==> config.mk <==
export PLATFORM = sky130hd
export DESIGN_NAME = stp_port
export DESIGN_NICKNAME = d
export VERILOG_FILES = /design/src/stp_pkg.sv /design/src/stp_sync.sv /design/src/stp_port.sv
export SDC_FILE = /design/constraint.sdc
export NUM_CORES = 1
export LEC_CHECK = 0
export ABC_AREA = 1
export BUFFER_PORTS_ARGS = -buffer_cell sky130_fd_sc_hd__buf_2
export CAP_MARGIN = 0
export CORE_MARGIN = 5
export CORE_UTILIZATION = 57
export CTS_CLUSTER_SIZE = 12
export DETAILED_ROUTE_END_ITERATION = 10
export PLACE_DENSITY = 0.87
export RECOVER_POWER = 100
export SYNTH_ARGS = -nofsm -noshare
export SYNTH_HDL_FRONTEND = slang
export SYNTH_SLANG_ARGS = --single-unit
==> constraint.sdc <==
create_clock -name clk_sys -period 9.5 [get_ports clk_sys]
set_clock_uncertainty 0.1 [all_clocks]
set_input_delay 0.95 -clock clk_sys [delete_from_list [all_inputs] [get_ports clk_sys]]
set_output_delay 0.95 -clock clk_sys [all_outputs]
set_load 0.01 [all_outputs]
==> src/stp_pkg.sv <==
/*
 Shared constants and types of the speech test serial port.
 Assumes a 100 MHz system clock; every cycle count below derives from it.
*/
package stp_pkg;

   // ==========================================================
   // Timing
   localparam int CLK_HZ = 100_000_000;
   localparam int LINK_HZ = 104_000;
   localparam int SAMPLE_HZ = 8000;
   // Nominal half period rounds down, so the rate errs on the fast side
   localparam int LINK_HALF_CYC = CLK_HZ / (2 * LINK_HZ);
   localparam logic [9:0] LINK_HALF = 10'(LINK_HALF_CYC);
   localparam logic [9:0] LINK_PERIOD_LAST = 10'(2 * LINK_HALF_CYC - 1);
   localparam int SAMPLE_CYC_DEF = CLK_HZ / SAMPLE_HZ;

   // ==========================================================
   // Word format
   localparam int WORD_BITS = 13;
   localparam logic [3:0] WORD_LAST_BIT = 4'(WORD_BITS - 1);

   // ==========================================================
   // Register map and reset values
   localparam logic [3:0] REG_CTRL = 4'h0;
   localparam logic [3:0] REG_STATUS = 4'h4;
   localparam logic [3:0] REG_WORDS = 4'h8;
   localparam int CTRL_SRC_BIT = 0;
   localparam int CTRL_MODE_LSB = 1;
   localparam logic CTRL_SRC_RST = 1'h0;
   localparam logic [1:0] CTRL_MODE_RST = 2'h0;

   // ==========================================================
   // Types
   typedef enum logic [1:0] {
      MODE_NORMAL = 2'h0,
      MODE_DOWN = 2'h1,
      MODE_UP = 2'h2,
      MODE_ACOUSTIC = 2'h3
   } stp_mode_t;

   typedef enum logic [2:0] {
      ST_IDLE = 3'h1,
      ST_ALIGN = 3'h2,
      ST_SHIFT = 3'h4
   } stp_state_t;

endpackage

==> src/stp_sync.sv <==
/*
 Three-stage input synchroniser with agreement filter.
 Assumes asynchronous inputs; output follows once stages two and three agree.
*/
`timescale 1ns/1ps
module stp_sync #(
   parameter int W = 1,
   parameter logic [W-1:0] INIT = '0
) (
   input wire logic clk_sys,
   input wire logic reset,
   input wire logic [W-1:0] din,
   output logic [W-1:0] dout
);

   logic [W-1:0] ff1;
   logic [W-1:0] ff2;
   logic [W-1:0] ff3;

   // ==========================================================
   // Stages
   always_ff @(posedge clk_sys or posedge reset) begin
      if (reset) begin
         ff1 <= INIT;
         ff2 <= INIT;
         ff3 <= INIT;
      end else begin
         ff1 <= din;
         ff2 <= ff1;
         ff3 <= ff2;
      end
   end

   // ==========================================================
   // Agreement; bits update one by one
   always_ff @(posedge clk_sys or posedge reset) begin
      if (reset) begin
         dout <= INIT;
      end else begin
         for (int i = 0; i < W; i++) begin
            if (ff2[i] == ff3[i]) begin
               dout[i] <= ff3[i];
            end
         end
      end
   end

endmodule

==> src/stp_port.sv <==
/*
 Handset end of the speech test serial port: clock generator, word shifter,
 mode decode, test reset handling, Avalon-MM register slave.
 Assumes frameStrobe marks interleaved block boundaries on clk_sys, and that
 the codec side talks through the dn and up streams.
*/
// Design decisions made here: register access over Avalon-MM and the placing of the registers.
`timescale 1ns/1ps
// Function
// - Words are 13-bit two's complement, most significant bit first.
// - Sender changes data on falling clock edge; receiver samples on rising edge.
// - Handset keeps the data clock high when no transfer runs.
// - Reset line asserted when low, released when high.
// - Mode lines: 00 normal, 01 downlink, 10 uplink, 11 acoustic test.
// - Handset generates the 104 kHz clock and drives clock and its data.
// - After reset release, clock only runs when data is needed or ready.
// - Uplink: first falling edge requests first bit, aligned to first block frame.
// - Downlink: first falling edge outputs first bit from first completed block.
// - In any test mode, transcoders reset at end of every reset pulse.
// - Mode may come from an air message instead of the lines.
// - Samples carry linear speech at 8000 per second each direction.
// - Only one selection method needed; the chosen method is declared.
module stp_port
   import stp_pkg::*;
#(
   parameter int SAMPLE_CYC = SAMPLE_CYC_DEF
) (
   input wire logic clk_sys,
   input wire logic reset,
   input wire logic [3:0] avs_address,
   input wire logic avs_read,
   input wire logic avs_write,
   input wire logic [31:0] avs_writedata,
   output logic [31:0] avs_readdata,
   output logic avs_waitrequest,
   input wire logic ctlLine1,
   input wire logic ctlLine2,
   input wire logic rstLineN,
   input wire logic simDataIn,
   output logic linkClkOut,
   output logic linkDataOut,
   input wire logic frameStrobe,
   input wire logic dnValid,
   output logic dnReady,
   input wire logic [WORD_BITS-1:0] dnData,
   output logic upValid,
   input wire logic upReady,
   output logic [WORD_BITS-1:0] upData,
   output logic codecReset,
   output logic [1:0] testMode
);

   // ==========================================================
   // Pin synchronisers
   logic [3:0] pinsS;
   logic line1S;
   logic line2S;
   logic rstLineNS;
   logic simDataS;

   stp_sync #(.W(4), .INIT(4'h2)) u_sync (
      .clk_sys(clk_sys),
      .reset(reset),
      .din({ctlLine1, ctlLine2, rstLineN, simDataIn}),
      .dout(pinsS)
   );
   assign line1S = pinsS[3];
   assign line2S = pinsS[2];
   assign rstLineNS = pinsS[1];
   assign simDataS = pinsS[0];

   // ==========================================================
   // Avalon-MM slave, one wait cycle on every access
   logic ackR;
   logic ctrlSrcR;
   logic [1:0] ctrlModeR;
   logic [15:0] wordCntR;
   logic [31:0] statusWord;
   logic accTake;

   assign avs_waitrequest = (avs_read | avs_write) & ~ackR;
   assign accTake = (avs_read | avs_write) & ~ackR;

   always_ff @(posedge clk_sys or posedge reset) begin
      if (reset) begin
         ackR <= 1'b0;
      end else begin
         ackR <= accTake;
      end
   end

   // Source bit is the declared selection method, readable back
   always_ff @(posedge clk_sys or posedge reset) begin
      if (reset) begin
         ctrlSrcR <= CTRL_SRC_RST;
         ctrlModeR <= CTRL_MODE_RST;
      end else if (avs_write && ackR && avs_address == REG_CTRL) begin
         ctrlSrcR <= avs_writedata[CTRL_SRC_BIT];
         ctrlModeR <= avs_writedata[CTRL_MODE_LSB +: 2];
      end
   end

   always_ff @(posedge clk_sys or posedge reset) begin
      if (reset) begin
         avs_readdata <= 32'h0;
      end else if (accTake && avs_read) begin
         unique case (avs_address)
            REG_CTRL: avs_readdata <= {29'h0, ctrlModeR, ctrlSrcR};
            REG_STATUS: avs_readdata <= statusWord;
            REG_WORDS: avs_readdata <= {16'h0, wordCntR};
            default: avs_readdata <= 32'h0;
         endcase
      end
   end

   // ==========================================================
   // Mode decode
   stp_mode_t effMode;
   logic testSel;
   logic needInMode;
   logic needOutMode;

   always_comb begin
      if (ctrlSrcR) begin
         effMode = stp_mode_t'(ctrlModeR);
      end else begin
         effMode = stp_mode_t'({line1S, line2S});
      end
   end
   assign testSel = effMode != MODE_NORMAL;
   assign needInMode = effMode == MODE_UP || effMode == MODE_ACOUSTIC;
   assign needOutMode = effMode == MODE_DOWN || effMode == MODE_ACOUSTIC;
   assign testMode = effMode;

   // ==========================================================
   // Test reset pulse
   logic rstPrevR;
   logic pinAsserted;
   logic relEdge;
   logic armedR;

   assign pinAsserted = ~rstLineNS;
   assign relEdge = rstLineNS & ~rstPrevR;

   always_ff @(posedge clk_sys or posedge reset) begin
      if (reset) begin
         rstPrevR <= 1'b1;
      end else begin
         rstPrevR <= rstLineNS;
      end
   end

   // No test runs until a reset pulse ends in a test mode
   always_ff @(posedge clk_sys or posedge reset) begin
      if (reset) begin
         armedR <= 1'b0;
      end else if (pinAsserted || !testSel) begin
         armedR <= 1'b0;
      end else if (relEdge) begin
         armedR <= 1'b1;
      end
   end

   // Transcoder reset on every release while a test mode is selected
   always_ff @(posedge clk_sys or posedge reset) begin
      if (reset) begin
         codecReset <= 1'b0;
      end else begin
         codecReset <= relEdge & testSel;
      end
   end

   // ==========================================================
   // Sample pacing, 8000 words per second
   logic [13:0] sampleCntR;
   logic sampleTick;
   stp_state_t stR;

   assign sampleTick = sampleCntR == 14'h0;

   always_ff @(posedge clk_sys or posedge reset) begin
      if (reset) begin
         sampleCntR <= 14'h0;
      end else if (stR == ST_ALIGN || sampleCntR == 14'(SAMPLE_CYC - 1)) begin
         sampleCntR <= 14'h0;
      end else begin
         sampleCntR <= sampleCntR + 14'h1;
      end
   end

   // ==========================================================
   // Transfer control
   logic alignedR;
   logic [1:0] bufCntR;
   logic needIn;
   logic needOut;
   logic wordGo;
   logic wordDone;
   logic [9:0] phaseR;
   logic [3:0] bitR;
   logic wantInR;

   assign needIn = needInMode && bufCntR != 2'h2;
   assign needOut = needOutMode && dnValid;
   assign wordGo = stR == ST_IDLE && armedR && alignedR && sampleTick && (needIn || needOut);
   assign wordDone = stR == ST_SHIFT && phaseR == LINK_PERIOD_LAST && bitR == WORD_LAST_BIT;
   assign dnReady = wordGo && needOut;

   always_ff @(posedge clk_sys or posedge reset) begin
      if (reset) begin
         stR <= ST_IDLE;
      end else if (pinAsserted || !testSel) begin
         stR <= ST_IDLE;
      end else if (relEdge) begin
         stR <= ST_ALIGN;
      end else begin
         unique case (stR)
            ST_IDLE: if (wordGo) stR <= ST_SHIFT;
            ST_ALIGN: if (frameStrobe) stR <= ST_IDLE;
            ST_SHIFT: if (wordDone) stR <= ST_IDLE;
            default: stR <= ST_IDLE;
         endcase
      end
   end

   // First word waits for the first block boundary after release
   always_ff @(posedge clk_sys or posedge reset) begin
      if (reset) begin
         alignedR <= 1'b0;
      end else if (pinAsserted || !testSel || relEdge) begin
         alignedR <= 1'b0;
      end else if (stR == ST_ALIGN && frameStrobe) begin
         alignedR <= 1'b1;
      end
   end

   always_ff @(posedge clk_sys or posedge reset) begin
      if (reset) begin
         phaseR <= 10'h0;
         bitR <= 4'h0;
      end else if (stR != ST_SHIFT) begin
         phaseR <= 10'h0;
         bitR <= 4'h0;
      end else if (phaseR == LINK_PERIOD_LAST) begin
         phaseR <= 10'h0;
         bitR <= bitR + 4'h1;
      end else begin
         phaseR <= phaseR + 10'h1;
      end
   end

   // ==========================================================
   // Link clock: high at rest, low then high each bit
   logic fallNow;
   logic riseNow;

   assign fallNow = stR == ST_SHIFT && phaseR == 10'h0;
   assign riseNow = stR == ST_SHIFT && phaseR == LINK_HALF;

   always_ff @(posedge clk_sys or posedge reset) begin
      if (reset) begin
         linkClkOut <= 1'b1;
      end else if (stR != ST_SHIFT || pinAsserted || !testSel) begin
         linkClkOut <= 1'b1;
      end else if (fallNow) begin
         linkClkOut <= 1'b0;
      end else if (riseNow) begin
         linkClkOut <= 1'b1;
      end
   end

   // ==========================================================
   // Shifters, MSB first, out at fall, in at rise
   logic [WORD_BITS-1:0] txShiftR;
   logic [WORD_BITS-1:0] rxShiftR;

   always_ff @(posedge clk_sys or posedge reset) begin
      if (reset) begin
         txShiftR <= '0;
         linkDataOut <= 1'b0;
      end else if (wordGo) begin
         txShiftR <= needOut ? dnData : '0;
      end else if (fallNow && !pinAsserted && testSel) begin
         linkDataOut <= txShiftR[WORD_BITS-1];
         txShiftR <= {txShiftR[WORD_BITS-2:0], 1'b0};
      end
   end

   always_ff @(posedge clk_sys or posedge reset) begin
      if (reset) begin
         rxShiftR <= '0;
      end else if (riseNow) begin
         rxShiftR <= {rxShiftR[WORD_BITS-2:0], simDataS};
      end
   end

   always_ff @(posedge clk_sys or posedge reset) begin
      if (reset) begin
         wantInR <= 1'b0;
      end else if (wordGo) begin
         wantInR <= needIn;
      end
   end

   always_ff @(posedge clk_sys or posedge reset) begin
      if (reset) begin
         wordCntR <= 16'h0;
      end else if (wordDone) begin
         wordCntR <= wordCntR + 16'h1;
      end
   end

   // ==========================================================
   // Two-entry buffer on the uplink path; a full buffer holds back the clock unless a downlink word is due
   logic [WORD_BITS-1:0] bufMem [2];
   logic bufWrR;
   logic bufRdR;
   logic push;
   logic pop;

   assign push = wordDone && wantInR;
   assign pop = upValid && upReady;
   assign upValid = bufCntR != 2'h0;
   assign upData = bufMem[bufRdR];

   always_ff @(posedge clk_sys or posedge reset) begin
      if (reset) begin
         bufMem[0] <= '0;
         bufMem[1] <= '0;
         bufWrR <= 1'b0;
      end else if (push) begin
         bufMem[bufWrR] <= rxShiftR;
         bufWrR <= ~bufWrR;
      end
   end

   always_ff @(posedge clk_sys or posedge reset) begin
      if (reset) begin
         bufRdR <= 1'b0;
      end else if (pop) begin
         bufRdR <= ~bufRdR;
      end
   end

   always_ff @(posedge clk_sys or posedge reset) begin
      if (reset) begin
         bufCntR <= 2'h0;
      end else if (push && !pop) begin
         bufCntR <= bufCntR + 2'h1;
      end else if (pop && !push) begin
         bufCntR <= bufCntR - 2'h1;
      end
   end

   assign statusWord = {25'h0, pinAsserted, bufCntR, alignedR, armedR, effMode};

   // ==========================================================
   // Checks
   localparam int HALF_INT = LINK_HALF_CYC;
   logic [10:0] lowLenR;

   always_ff @(posedge clk_sys or posedge reset) begin
      if (reset) begin
         lowLenR <= 11'h0;
      end else if (linkClkOut) begin
         lowLenR <= 11'h0;
      end else begin
         lowLenR <= lowLenR + 11'h1;
      end
   end
endmodule

== After elaboration in Yosys (flattened, before gate mapping) ==
Cells that the tools add are included.

* Bits in registers: 162
* Input bits: 60
* ROM bits: 0
* Memories: 0
* Memory bits (writable): 0
* Bits in latches: 0

* Mux-type cells: 31
* Shift operators: 0
* Div/mod/pow operators: 0
* Multipliers: 0
* Eq/ne operators: 21
* Bitwise logic cells: 12
* $add $sub $neg: 6
* Reduce and logical (&&, ||, !) cells: 46
* Order comparisons: 3

{| class="wikitable"
|+ Operators with widths
! kind !! number
|-
| $mux W13 || 7
|-
| $pmux W16 S3 || 1
|-
| $bwmux W26 || 1
|-
| $logic_and A1 B1 Y1 || 22
|-
| $mux W10 || 2
|-
| $add A16 B1 Y16 const B || 1
|-
| $mux W3 || 5
|-
| $add A14 B1 Y14 const B || 1
|-
| $eq A14 B14 Y1 const B || 1
|-
| $logic_not A14 Y1 || 1
|-
| $mux W14 || 1
|-
| $reduce_bool A2 Y1 || 7
|-
| $demux W13 S1 || 1
|-
| $ne A4 B4 Y1 const B || 3
|-
| $add A10 B1 Y10 const B || 1
|-
| $eq A10 B10 Y1 const B || 1
|-
| $eq A10 B9 Y1 const B || 1
|-
| $logic_not A10 Y1 || 1
|-
| $pmux W3 S3 || 1
|-
| $eq A4 B4 Y1 const B || 2
|-
| $logic_or A1 B1 Y1 || 8
|-
| $mux W4 || 2
|-
| $mux W1 || 7
|-
| $mux W2 || 3
|-
| 23 further kinds || 38
|}

== Depth between registers and ports, before layout ==
Gate-level depths: netlist of the first run.

* Word-level depth: 10
* Mapped depth: 13
* Mapped depth without buffers: 12

== Cells and area by module ==
A second synthesis of the first run with hierarchy kept.

* Cells, all modules: 854
* Area, all modules: 7,101.8 µm²

{| class="wikitable"
|+ By module, submodules not included
! module !! area each (µm²) !! cells an instance !! times used !! sequential area each (µm²)
|-
| stp_port || 6,627.6 || 821 || 1 || 3,256.9
|-
| stp_sync || 474.2 || 33 || 1 || 405.4
|}

== Worst setup path after synthesis of the first run ==
Ideal clock, no wire load.

* Path kind: input-to-output
* Start: in dnValid
* End: out dnReady
* Setup slack: 6,994 ps
* Cell stages on the path: 3
* Buffers on the path: 1
* Arrival: 1,456 ps
* Cells stage by stage: nand3_1 nor2_1 buf_2

* Word-level cells in the longest chain between the ends: 4

{| class="wikitable"
|+ Ends and longest elaborated chain
! what !! RTL line !! text
|-
| from (decl) || stp_port.sv:43 || <nowiki>input wire logic dnValid,</nowiki>
|-
| $logic_and A1 B1 Y1 * || stp_port.sv:204 || <nowiki>assign needOut = needOutMode && dnValid;</nowiki>
|-
| $logic_or A1 B1 Y1 || stp_port.sv:205 || <nowiki>assign wordGo = stR == ST_IDLE && armedR && alignedR && sampleTick && (needIn || needOut);</nowiki>
|-
| $logic_and A1 B1 Y1 || stp_port.sv:205 ||
|-
| $logic_and A1 B1 Y1 * || stp_port.sv:207 || <nowiki>assign dnReady = wordGo && needOut;</nowiki>
|-
| to (decl) || stp_port.sv:44 || <nowiki>output logic dnReady,</nowiki>
|}

Every way passes the cells marked *; elsewhere a longest branch is shown, timed or not.

==> summary.md, run 1 <==
| Metric | Value |
|---|---|
| WL per Instance | 13.9 um |
| Initial antenna violation count | 1 |
| Number of synthesized flops with an enable pin | 0 |
| # DRC | 0 |
| Register area share after synthesis | 52.5% |
| Fraction of layout cells with a size suffix above 1 | 8.59% |
| Post-Syn Area per Cell | 8.56 um2 |
| Synth Cell Area | 0.00698 mm2 |
| Synth area leader | dfrtp_1 |
| Max Fclk | 0.289 GHz |
| Hold buffers post-CTS | 0 |
| Final-report hold violation count | 0 |
| Syn. warnings | 0 |
| ANT nets after route | 0 |
| Postcts setup bufs | 0 |
| Synth unique cells | 36 |
| Vias per Instance | 5.31 |
| Most area-consuming cells after synthesis | dfrtp_1 (50%), nand2_1 (12%), inv_1 (5.4%) |
| ANT cells | 0 |
| Relative slew slack | -98.1% |
| Root buf cell | clkbuf_16 |
| Max Root-Sink Buffers | 2 |
| Static Leak | 3.75 nW |
| First-pass GRT wire length | 23.9 mm |
| Crit path required time | 9.81 ns |
| Global-route usage over all layers | 20.4% |
| Hold Worst Slack | 0.245 ns |
| Clock slew at reported path FFs | 0.06 ns |
| Placed cell count | 1011 |
| CTS tree | done |
| Max VDD drop | 0.136 mV |
| Synth top area share | 49.8% |
| Hpwl dp | 9.66 mm |
| CP Class | in2async |
| Mapped Cells | 816 |
| Hold crit path type | reg2reg |
| Worst setup EP type | asynchronous set/reset pin |
| Ports | 113 |
| Async S/R FF share, synth | 100% |
| Setup TNS | 0 ns |
| DRT Pass-1 Iters | 5 |
| Largest net degree at the start of global routing | 81 |
| DRT iter0 DRCs | 563 |
| Power Density | 213 mW/mm2 |
| Run status | finished with violations |
| Vias in the first global route | 5211 |
| Post-Layout Cell Count | 1043 |
| CORE AREA | 0.0120 mm2 |
| H-tree depth | 4 |
| Post-Route Utilization | 64.5% |
| Final Cycle Share | 36.4% |
| Tmin final | 3.46 ns |
| Grt ovf | 0 |
| RSZ-0062 raised after global routing | false |
| Hold Path Stages | 0 |
| Power Total | 1.65 mW |
| Arrival @ worst endpoint | 3.77 ns |
| Reg-to-reg endpoint | bufMem[21]$_DFFE_PP0P_ |
| Post-cts sizing count | 0 |
| Total number of vias | 5537 |
| Seq cells post-synth | 146 |
| Slew @ Worst Pin | 2.96 ns |
| Cts bufs inserted | 17 |
| Die height | 121 um |
| Width of the chip | 121 um |
| Most frequent cells after synthesis | nand2_1 (226), dfrtp_1 (139), inv_1 (101) |
| Layout area overhead | 11.0% |
| R2R setup slack | 6.38 ns |
| Final #Nets | 951 |
| Final max-slew violation count | 68 |
| CP max FO | 80 |
| Failing checks | capacitance limit, slew limit |
| Clock sinks | 146 |
| R2R depth | 10 |
| Reg2reg start | phaseR[0]$_DFF_PP0_ |
| Hold Path End | u_sync.ff2[0]$_DFF_PP0_ |
| Ys flop type | dfrtp_1 |
| I/O Buffers | 67 |
| # rows | 40 |
| Starting Density | 58.1% |
| Maxcap violations | 1 |
| Hold wc startpoint | u_sync.ff1[0]$_DFF_PP0_ |
| Final Wtd Congestion | 0.872 |
| Worst-Skew Late Latency | 0.42 ns |
| Top-count cell post-synth | nand2_1 |
| DIE AREA | 0.0146 mm2 |
| Setup violators final | 0 |
| CP Launch Type | input pin |
| Routed wire length | 14.5 mm |
==> through the flow <==
step                area, um2  setup slack (ns)
global route             7750              5.48
finish                   7750              6.04
global placement         7340              6.35
detailed placement       7340              6.35
floorplan                7040              4.54
CTS                      7950              6.03
==> how the worst max path moves through the flow <==
| stage | startpoint | endpoint | slack (ns) | depth (start not counted) |
|---|---|---|---|---|
| after floorplan | reset | ackR$_DFF_PP0_ | 4.54 | 1 |
| final | reset | wordCntR[12]$_DFFE_PP0P_ | 6.04 | 3 |
| after detailed placement | dnValid | dnReady | 6.35 | 4 |
| after global routing | reset | linkDataOut$_DFFE_PP0P_ | 5.48 | 3 |
| after CTS | sampleCntR[0]$_DFF_PP0_ | dnReady | 6.03 | 9 |
| after global placement | dnValid | dnReady | 6.35 | 4 |
==> placed cells by master, fill, tap and decap left out, drive strengths merged <==
cell type  Yosys  layout
a22o           1       1
o22ai          2       2
a31oi          2       2
nor3b          6       6
nand2        231     231
o21ai         83      83
clkbuf         8      57
bufinv         0       3
conb           1      16
ha             8       8
inv          104     103
nand3         46      46
xnor2          6       6
dfrtp        139     139
nor3          21      21
clkinvlp       0       5
nor2          69      69
clkinv         0       6
nor4           1       1
a21oi         17      17
maj3           4       4
dfstp          7       7
xor2          16      16
o21bai         1       1
buf           27      30
nand4         13      13
nand3b         3       3
==> cell type report <==
type / instances / area, um2
repair buffers: 68 / 295
inverters: 104 / 393
clock inverters: 13 / 159
flip-flops and latches: 146 / 3660
well taps: 147 / 184
fillers: 975 / 4260
multi-input cells: 546 / 2610
clock buffers: 19 / 453
==> logic make-up after synthesis <==
family / after synthesis / synth area share, %
other: 1 / 0.0537
XOR/XNOR: 22 / 2.76
adder cells (fa/ha/maj): 12 / 2.01
buffers and inverters: 139 / 8.96
AND/OR/NAND/NOR: 390 / 24.8
AO/OA/AOI/OAI: 106 / 8.94
flip-flops: 146 / 52.5
==> registers in the layout, indices dropped and copies added (netlist names), 10 cells and up <==
signal	cells
bufMem	26
avs_readdata	16
wordCntR	16
sampleCntR	14
rxShiftR	13
txShiftR	13
phaseR	10
==> per-layer routing <==
layer | part of all wire [%] | wire length, um | track usage (%) | vias up
met5 | 0.076 | 11 | 0 | -
met4 | 3.0 | 427 | 9.42 | 2
met2 | 46 | 6630 | 31.9 | 212
met3 | 6.4 | 923 | 4.91 | 40
met1 | 45 | 6450 | 27.0 | 2579
li1 | - | - | - | 2704
==> report_power, final <==
part	internal, mW	switching [mW]	total [mW]
Clock	0.426	0.254	0.680
Combinational	0.0753	0.153	0.228
Sequential	0.685	0.0548	0.740
Total	1.19	0.461	1.65
==> critical path, stage by stage <==
cell and delay [ns]:
buf_2 0.10, clkinvlp_2 1.64, buf_4 0.99
(Power assumes the default switching activity.)
==> inputs of run 2 (changes only) <==
- clock period: 9.5 -> 3.6 ns (I/O delays scaled with it)
==> run 2 against run 1 <==
Compared with the run above:
- the run still ends with capacitance limit, slew limit left
- core utilization grew 0.84 points
- setup slack lost 5.3 ns
- first-iteration DRC count shrank 15%
- global-route usage grew 0.83 points
- register-to-register slack lost 5.7 ns
- via count grew 0.40%
- critical path depth grew 8
- clock power grew to 2.8 times the previous value
- sequential power grew to 2.6 times the previous value
- non-clock buffer count grew 5
- critical path type is now reg2reg
- critical endpoint is now bufCntR[1]$_DFFE_PP0P_
==> summary.md, run 2 (synthesized netlist as in run 1, its figures left out) <==
| Metric | Value |
|---|---|
| Run status | finished with violations |
| Failing checks | capacitance limit, slew limit |
| Biggest regs | bufMem: 26 flops, avs_readdata: 16 flops, wordCntR: 16 flops |
| Hold crit path type | in2reg |
| Clock slew at reported path FFs | 0.06 ns (about the same) |
| Tmin final | 2.90 ns |
| WL per Instance | 14.0 um (+0.78%) |
| Placed cell count | 1012 (+0.099%) |
| Postcts setup bufs | 0 (unchanged) |
| CP Class | reg2reg |
| Critical path cell sequence | ha_1, nand3_1, nor2_1, nand3_4, nor2_1, nand2_4, inv_4, ha_1, a21oi_1, o21ai_0, xor2_1 |
| Final #Nets | 956 (+0.53%) |
| Routed wire length | 14.6 mm (+1.3%) |
| Area taken by flip-flops and latches | 0.00366 mm2 (unchanged) |
| Final Cycle Share | 80.5% |
| Worst setup EP type | flop |
| Max reg flops | 26 (unchanged) |
| Max Fclk | 0.345 GHz |
| ANT cells | 0 (unchanged) |
| Relative slew slack | -26.6% (+71 points) |
| Critical path's slowest cell | nor2_1 |
| CP max FO | 8 (-90%) |
| Delay-heaviest family, CP | simple AND/OR/NAND/NOR gates |
| DRT iter0 DRCs | 478 (-15%) |
| ANT nets after route | 0 (unchanged) |
| First-pass GRT wire length | 24.8 mm (+3.6%) |
| RSZ-0062 raised after global routing | false |
| Crit-path max cell delay | 0.55 ns (-1.09 ns) |
| Largest net degree at the start of global routing | 147 (+81%) |
| Most common cell after layout, fill and taps aside | nand2_1 |
| Multi-input gate area | 0.00262 mm2 (+0.48%) |
| Commonest non-fill, non-tap cells in the layout | nand2_1 (226), dfrtp_1 (139), inv_1 (101), o21ai_0 (81), nor2_1 (67) |
| Width of the chip | 121 um (unchanged) |
| DRT Pass-1 Iters | 5 (unchanged) |
| Fraction of layout cells with a size suffix above 1 | 8.55% (-0.048 points) |
| CORE AREA | 0.0120 mm2 (unchanged) |
| Vias in the first global route | 5436 (+4.3%) |
| CP Launch Type | flop |
| # DRC | 0 (unchanged) |
| Clock sinks | 146 (unchanged) |
| Post-cts sizing count | 0 (unchanged) |
| Static Leak | 3.81 nW (+1.6%) |
| Max VDD drop | 0.364 mV (+170%) |
| I/O Buffers | 67 (unchanged) |
| Final max-slew violation count | 147 (+120%) |
| H-tree depth | 4 (unchanged) |
| Die height | 121 um (unchanged) |
| Hold buffers post-CTS | 4 (+4) |
| Initial antenna violation count | 1 (unchanged) |
| Worst-Skew Late Latency | 0.42 ns (about the same) |
| Maxcap violations | 1 (unchanged) |
| Final-report hold violation count | 0 (unchanged) |
| DIE AREA | 0.0146 mm2 (unchanged) |
| Crit path required time | 3.79 ns (-6.02 ns) |
| Largest Register | bufMem |
| Starting Density | 58.1% (unchanged) |
| Global-route usage over all layers | 21.2% (+0.83 points) |
| Power Density | 571 mW/mm2 (+170%) |
| Grt ovf | 0 (unchanged) |
| Post-Layout Cell Count | 1048 (+0.48%) |
| Root buf cell | clkbuf_16 |
| Layout area overhead | 12.5% |
| Vias per Instance | 5.30 (about the same) |
| Final Wtd Congestion | 0.878 (+0.79%) |
| Total number of vias | 5559 (+0.40%) |
| Ports | 113 (unchanged) |
| # rows | 40 (unchanged) |
| Hpwl dp | 9.59 mm (-0.81%) |
| Cts bufs inserted | 17 (unchanged) |
| Critical path buffers and inverters | 1 (-2) |
| Fillers | 956 (-1.9%) |
| Setup violators final | 0 (unchanged) |
| CTS tree | done |
| Setup TNS | 0 ns (unchanged) |
| Slew @ Worst Pin | 1.90 ns (-1.06 ns) |
| Arrival @ worst endpoint | 3.09 ns (-0.68 ns) |
| Max Root-Sink Buffers | 2 (unchanged) |
==> run 2: cell count changes in the layout (fill, tap and decap cells not counted), moves of 2 or more <==
cell / change
clkbuf_1: +3
clkinvlp_4: -2
o21ai_2: +2
bufinv_16: +2
nand2_1: -2
dlygate4sd3_1: +4
clkinvlp_2: -2
==> run 2: worst paths after layout <==
check	startpoint	endpoint	slack (ns)	cells past startpoint
setup / recovery	phaseR[0]$_DFF_PP0_	bufCntR[1]$_DFFE_PP0P_	0.70	11
hold / removal	dnData[0]	txShiftR[0]$_DFFE_PP0P_	0.07	3
setup reg to reg	phaseR[0]$_DFF_PP0_	bufCntR[1]$_DFFE_PP0P_	0.70	11
hold reg to reg	u_sync.ff1[2]$_DFF_PP0_	u_sync.ff2[2]$_DFF_PP0_	0.25	0
max in group asynchronous	reset	avs_readdata[12]$_DFFE_PP0P_	1.69	3
min in group asynchronous	reset	u_sync.ff2[0]$_DFF_PP0_	0.55	3
==> run 2: final cells by class <==
class,count,area share [%]
inverter,104,5.05
sequential,146,46.6
multi-input combinational,546,33.3
clock buffer,22,6.04
tap,147,2.34
timing repair buffer,73,4.32
clock inverter,10,2.28
==> run 2: per-layer routing <==
metal	vias to the layer above	global-route usage, %	wire length (um)
li1	2700	-	-
met1	2609	26.8	6140
met2	203	34.2	7090
met3	45	5.52	911
met4	2	9.92	476
met5	-	0	11
==> run 2: power by group <==
group	switching (mW)	internal (mW)	leakage (nW)	total, mW
Combinational	0.399	0.201	1.55	0.599
Clock	0.650	1.28	0.324	1.93
Sequential	0.148	1.81	1.93	1.96
Total	1.20	3.29	3.81	4.49
==> run 2: worst register-to-register path: stages (launching register included) <==
cell and delay [ns]:
dfrtp_1 0.39, ha_1 0.20, nand3_1 0.13, nor2_1 0.45
nand3_4 0.10, nor2_1 0.55, nand2_4 0.11, inv_4 0.11
ha_1 0.25, a21oi_1 0.12, o21ai_0 0.11, xor2_1 0.15
==> run 2: through the flow <==
stage	util [%]	setup WS, ns	hold WS (ns)	area (um2)	total power, mW
finish	65.4	0.700	0.0713	7850	4.49
detailed placement	61.2	1.24	0.235	7360	2.58
global placement	61.2	1.34	0.232	7360	2.55
global route	65.4	0.511	0.0622	7850	4.71
floorplan	-	1.31	0.231	7040	2.41
CTS	67.0	1.15	0.0622	8050	4.52
==> inputs of run 3 (changes only) <==
- ABC_AREA: 1 -> 0
- CORE_UTILIZATION: 57 -> 56
- clock period: 3.6 -> 2.85 ns (I/O delays scaled with it)
==> run 3 against run 2 <==
Compared with the run above:
- the run still ends with capacitance limit, slew limit left
- core utilization about the same
- final cell count decreased by 24%
- global-route usage decreased by 0.88 points
- critical path depth decreased by 4
- fmax increased by 13%
- non-clock buffer count increased by 19
- sequential cell count unchanged
- count of clock-buffer cells in the layout increased by 4
- wire length decreased by 8.8%
- cell area decreased by 5.0%
- die area decreased by 4.6%
- setup slack got worse by 0.42 ns
- critical path type unchanged
- critical endpoint is now wordCntR[15]$_DFFE_PP0P_
- largest power group unchanged
==> summary.md, run 3 <==
| Metric | Value |
|---|---|
| Run status | finished with violations |
| Failing checks | capacitance limit, slew limit |
| Root buf cell | clkbuf_16 |
| Reg-to-reg endpoint | wordCntR[15]$_DFFE_PP0P_ |
| Most area-consuming cells after synthesis | dfrtp_1 (53%), mux2_2 (6.6%), mux2_4 (4.6%) |
| Mapped Cells | 548 (-33%) |
| Die height | 118 um (-2.3%) |
| Crit path required time | 3.05 ns (-0.74 ns) |
| Post-Syn Area per Cell | 11.9 um2 (+39%) |
| Starting Density | 57.0% (-1.1 points) |
| Register area share after synthesis | 56.2% (+3.8 points) |
| DIE AREA | 0.0139 mm2 (-4.6%) |
| Total number of vias | 4447 (-20%) |
| Commonest non-fill, non-tap cells in the layout | dfrtp_1 (139), clkbuf_1 (50), nor2_1 (43), nand2_1 (42), mux2_2 (35) |
| Power Density | 623 mW/mm2 (+9.1%) |
| Ports | 113 (unchanged) |
| ANT nets after route | 0 (unchanged) |
| WL per Instance | 16.7 um (+20%) |
| Async S/R FF share, synth | 100% (unchanged) |
| Most common cell after layout, fill and taps aside | dfrtp_1 |
| Setup violators final | 0 (unchanged) |
| Synth area leader | dfrtp_1 |
| Final #Nets | 709 (-26%) |
| H-tree depth | 4 (unchanged) |
| ANT cells | 0 (unchanged) |
| Max reg flops | 26 (unchanged) |
| Hold wc startpoint | dnData[5] |
| Synth Cell Area | 0.00651 mm2 (-6.7%) |
| Most frequent cells after synthesis | dfrtp_1 (139), nor2_1 (43), nand2_1 (42) |
| Number of synthesized flops with an enable pin | 0 (unchanged) |
| Final max-slew violation count | 45 (-69%) |
| Width of the chip | 118 um (-2.3%) |
| I/O Buffers | 67 (unchanged) |
| Max Root-Sink Buffers | 2 (unchanged) |
| Hold Path End | txShiftR[5]$_DFFE_PP0P_ |
| CP max FO | 9 (+1) |
| Vias per Instance | 5.58 (+5.2%) |
| Global-route usage over all layers | 20.3% (-0.88 points) |
| Postcts setup bufs | 0 (unchanged) |
| Top-count cell post-synth | dfrtp_1 |
| Final-report hold violation count | 0 (unchanged) |
| CTS tree | done |
| CORE AREA | 0.0114 mm2 (-4.9%) |
| DRT iter0 DRCs | 304 (-36%) |
| Initial antenna violation count | 1 (unchanged) |
| Clock sinks | 146 (unchanged) |
| Grt ovf | 0 (unchanged) |
| Arrival @ worst endpoint | 2.77 ns (-0.32 ns) |
| # DRC | 0 (unchanged) |
| Tmin final | 2.57 ns (-0.331 ns) |
| Syn. warnings | 0 (unchanged) |
| Clock slew at reported path FFs | 0.05 ns (about the same) |
| Ys flop type | dfrtp_1 |
| Hold Worst Slack | 0.0127 ns (-0.0586 ns) |
| R2R setup slack | 0.28 ns (-0.42 ns) |
| Routed wire length | 13.3 mm (-8.8%) |
| Final Cycle Share | 90.1% (+9.6 points) |
| CP Class | reg2reg |
| R2R depth | 7 (-4) |
| Max Fclk | 0.389 GHz (+13%) |
| Relative slew slack | -30.4% (-3.8 points) |
| Seq cells post-synth | 146 (unchanged) |
| Maxcap violations | 1 (unchanged) |
| Reg2reg start | phaseR[0]$_DFF_PP0_ |
| DRT Pass-1 Iters | 4 (-1) |
| Synth top area share | 53.4% (+3.6 points) |
| Static Leak | 3.61 nW (-5.2%) |
| Hold crit path type | in2reg |
| Layout area overhead | 14.5% |
| Max VDD drop | 0.594 mV (+63%) |
| # rows | 39 (-2.5%) |
| Final Wtd Congestion | 0.870 (-0.98%) |
| Hpwl dp | 9.04 mm (-5.7%) |
| Worst setup EP type | flop |
| Slew @ Worst Pin | 1.95 ns (+0.0465 ns) |
| Setup TNS | 0 ns (unchanged) |
| Worst-Skew Late Latency | 0.42 ns (about the same) |
| Vias in the first global route | 4824 (-11%) |
| RSZ-0062 raised after global routing | false |
| CP Launch Type | flop |
| Largest Register | bufMem |
| First-pass GRT wire length | 23.2 mm (-6.4%) |
| Hold Path Stages | 3 (unchanged) |
| Fraction of layout cells with a size suffix above 1 | 17.0% (+8.4 points) |
| Synth unique cells | 52 (+44%) |
| Cts bufs inserted | 17 (unchanged) |
| Biggest regs | bufMem: 26 flops, avs_readdata: 16 flops, wordCntR: 16 flops |
| Largest net degree at the start of global routing | 45 (-69%) |
run 3: where the power goes:
part / switching [mW] / internal (mW)
Sequential: 0.101 / 2.17
Combinational: 0.236 / 0.151
Clock: 0.778 / 1.22
Total: 1.12 / 3.53
run 3: repair_timing:
action | 4_1_cts | 5_1_grt
resized for setup | 0 | 0
hold buffers | 13 | 0
hold endpoints to repair | 13 | 0
endpoints found under the setup margin | 0 | 0
run 3: logic make-up (layout without fill, tap and decap cells):
group / after synthesis / count (layout) / synth area share (%)
adder cells (fa/ha/maj): 12 / 12 / 2.15
flip-flops: 146 / 146 / 56.2
AND/OR/NAND/NOR: 180 / 180 / 14.8
XOR/XNOR: 42 / 42 / 5.65
other: 1 / 16 / 0.0576
AO/OA/AOI/OAI: 59 / 59 / 5.44
buffers and inverters: 46 / 137 / 3.86
multiplexers: 62 / 62 / 11.8
run 3: area by class of cell:
cell class | instances | area (um2)
Multi-Input combinational cell | 371 | 2560
Inverter | 13 | 50.0
Fill cell | 855 | 3960
Clock buffer | 26 | 469
Timing Repair Buffer | 92 | 478
Clock inverter | 6 | 60.1
Tap cell | 143 | 179
Sequential cell | 146 | 3660
run 3: metal layers:
metal	global-route usage, %	part of all wire [%]	wire (um)
met3	6.25	6.5	862
met2	32.7	50	6640
met4	9.18	2.2	296
met5	0	0.052	7
met1	25.2	41	5530
run 3: worst max-delay path by stage:
stage                                           to               startpoint  cells after the start
after detailed placement    bufCntR[1]$_DFFE_PP0P_       stR[1]$_DFFE_PP0P_                      8
after CTS                   bufCntR[1]$_DFFE_PP0P_       stR[1]$_DFFE_PP0P_                      8
final                     wordCntR[15]$_DFFE_PP0P_      phaseR[0]$_DFF_PP0_                      7
after global placement      bufCntR[1]$_DFFE_PP0P_       stR[1]$_DFFE_PP0P_                      8
after floorplan             bufCntR[1]$_DFFE_PP0P_      phaseR[0]$_DFF_PP0_                      9
after global routing                       dnReady  sampleCntR[0]$_DFF_PP0_                      7
run 3: through the flow:
| stage | instances | power [mW] | cell area (um2) | utilization [%] | worst slack (ns) |
|---|---|---|---|---|---|
| after floorplan | 563 | 2.55 | 6570 | - | 0.566 |
| after global placement | 752 | 2.65 | 6990 | 61.2 | 0.502 |
| after detailed placement | 752 | 2.68 | 6990 | 61.2 | 0.448 |
| after CTS | 797 | 4.69 | 7650 | 67.0 | 0.385 |
| after global routing | 797 | 4.85 | 7460 | 65.3 | 0.110 |
| final | 797 | 4.65 | 7460 | 65.3 | 0.281 |
run 3: critical path, stage by stage, from the launching register on:
cell and delay, ns:
dfrtp_1 0.41, ha_1 0.20, and3_1 0.20, nand4_1 0.27
clkbuf_1 0.37, nor4_4 0.54, nand4_1 0.19, xnor2_1 0.16
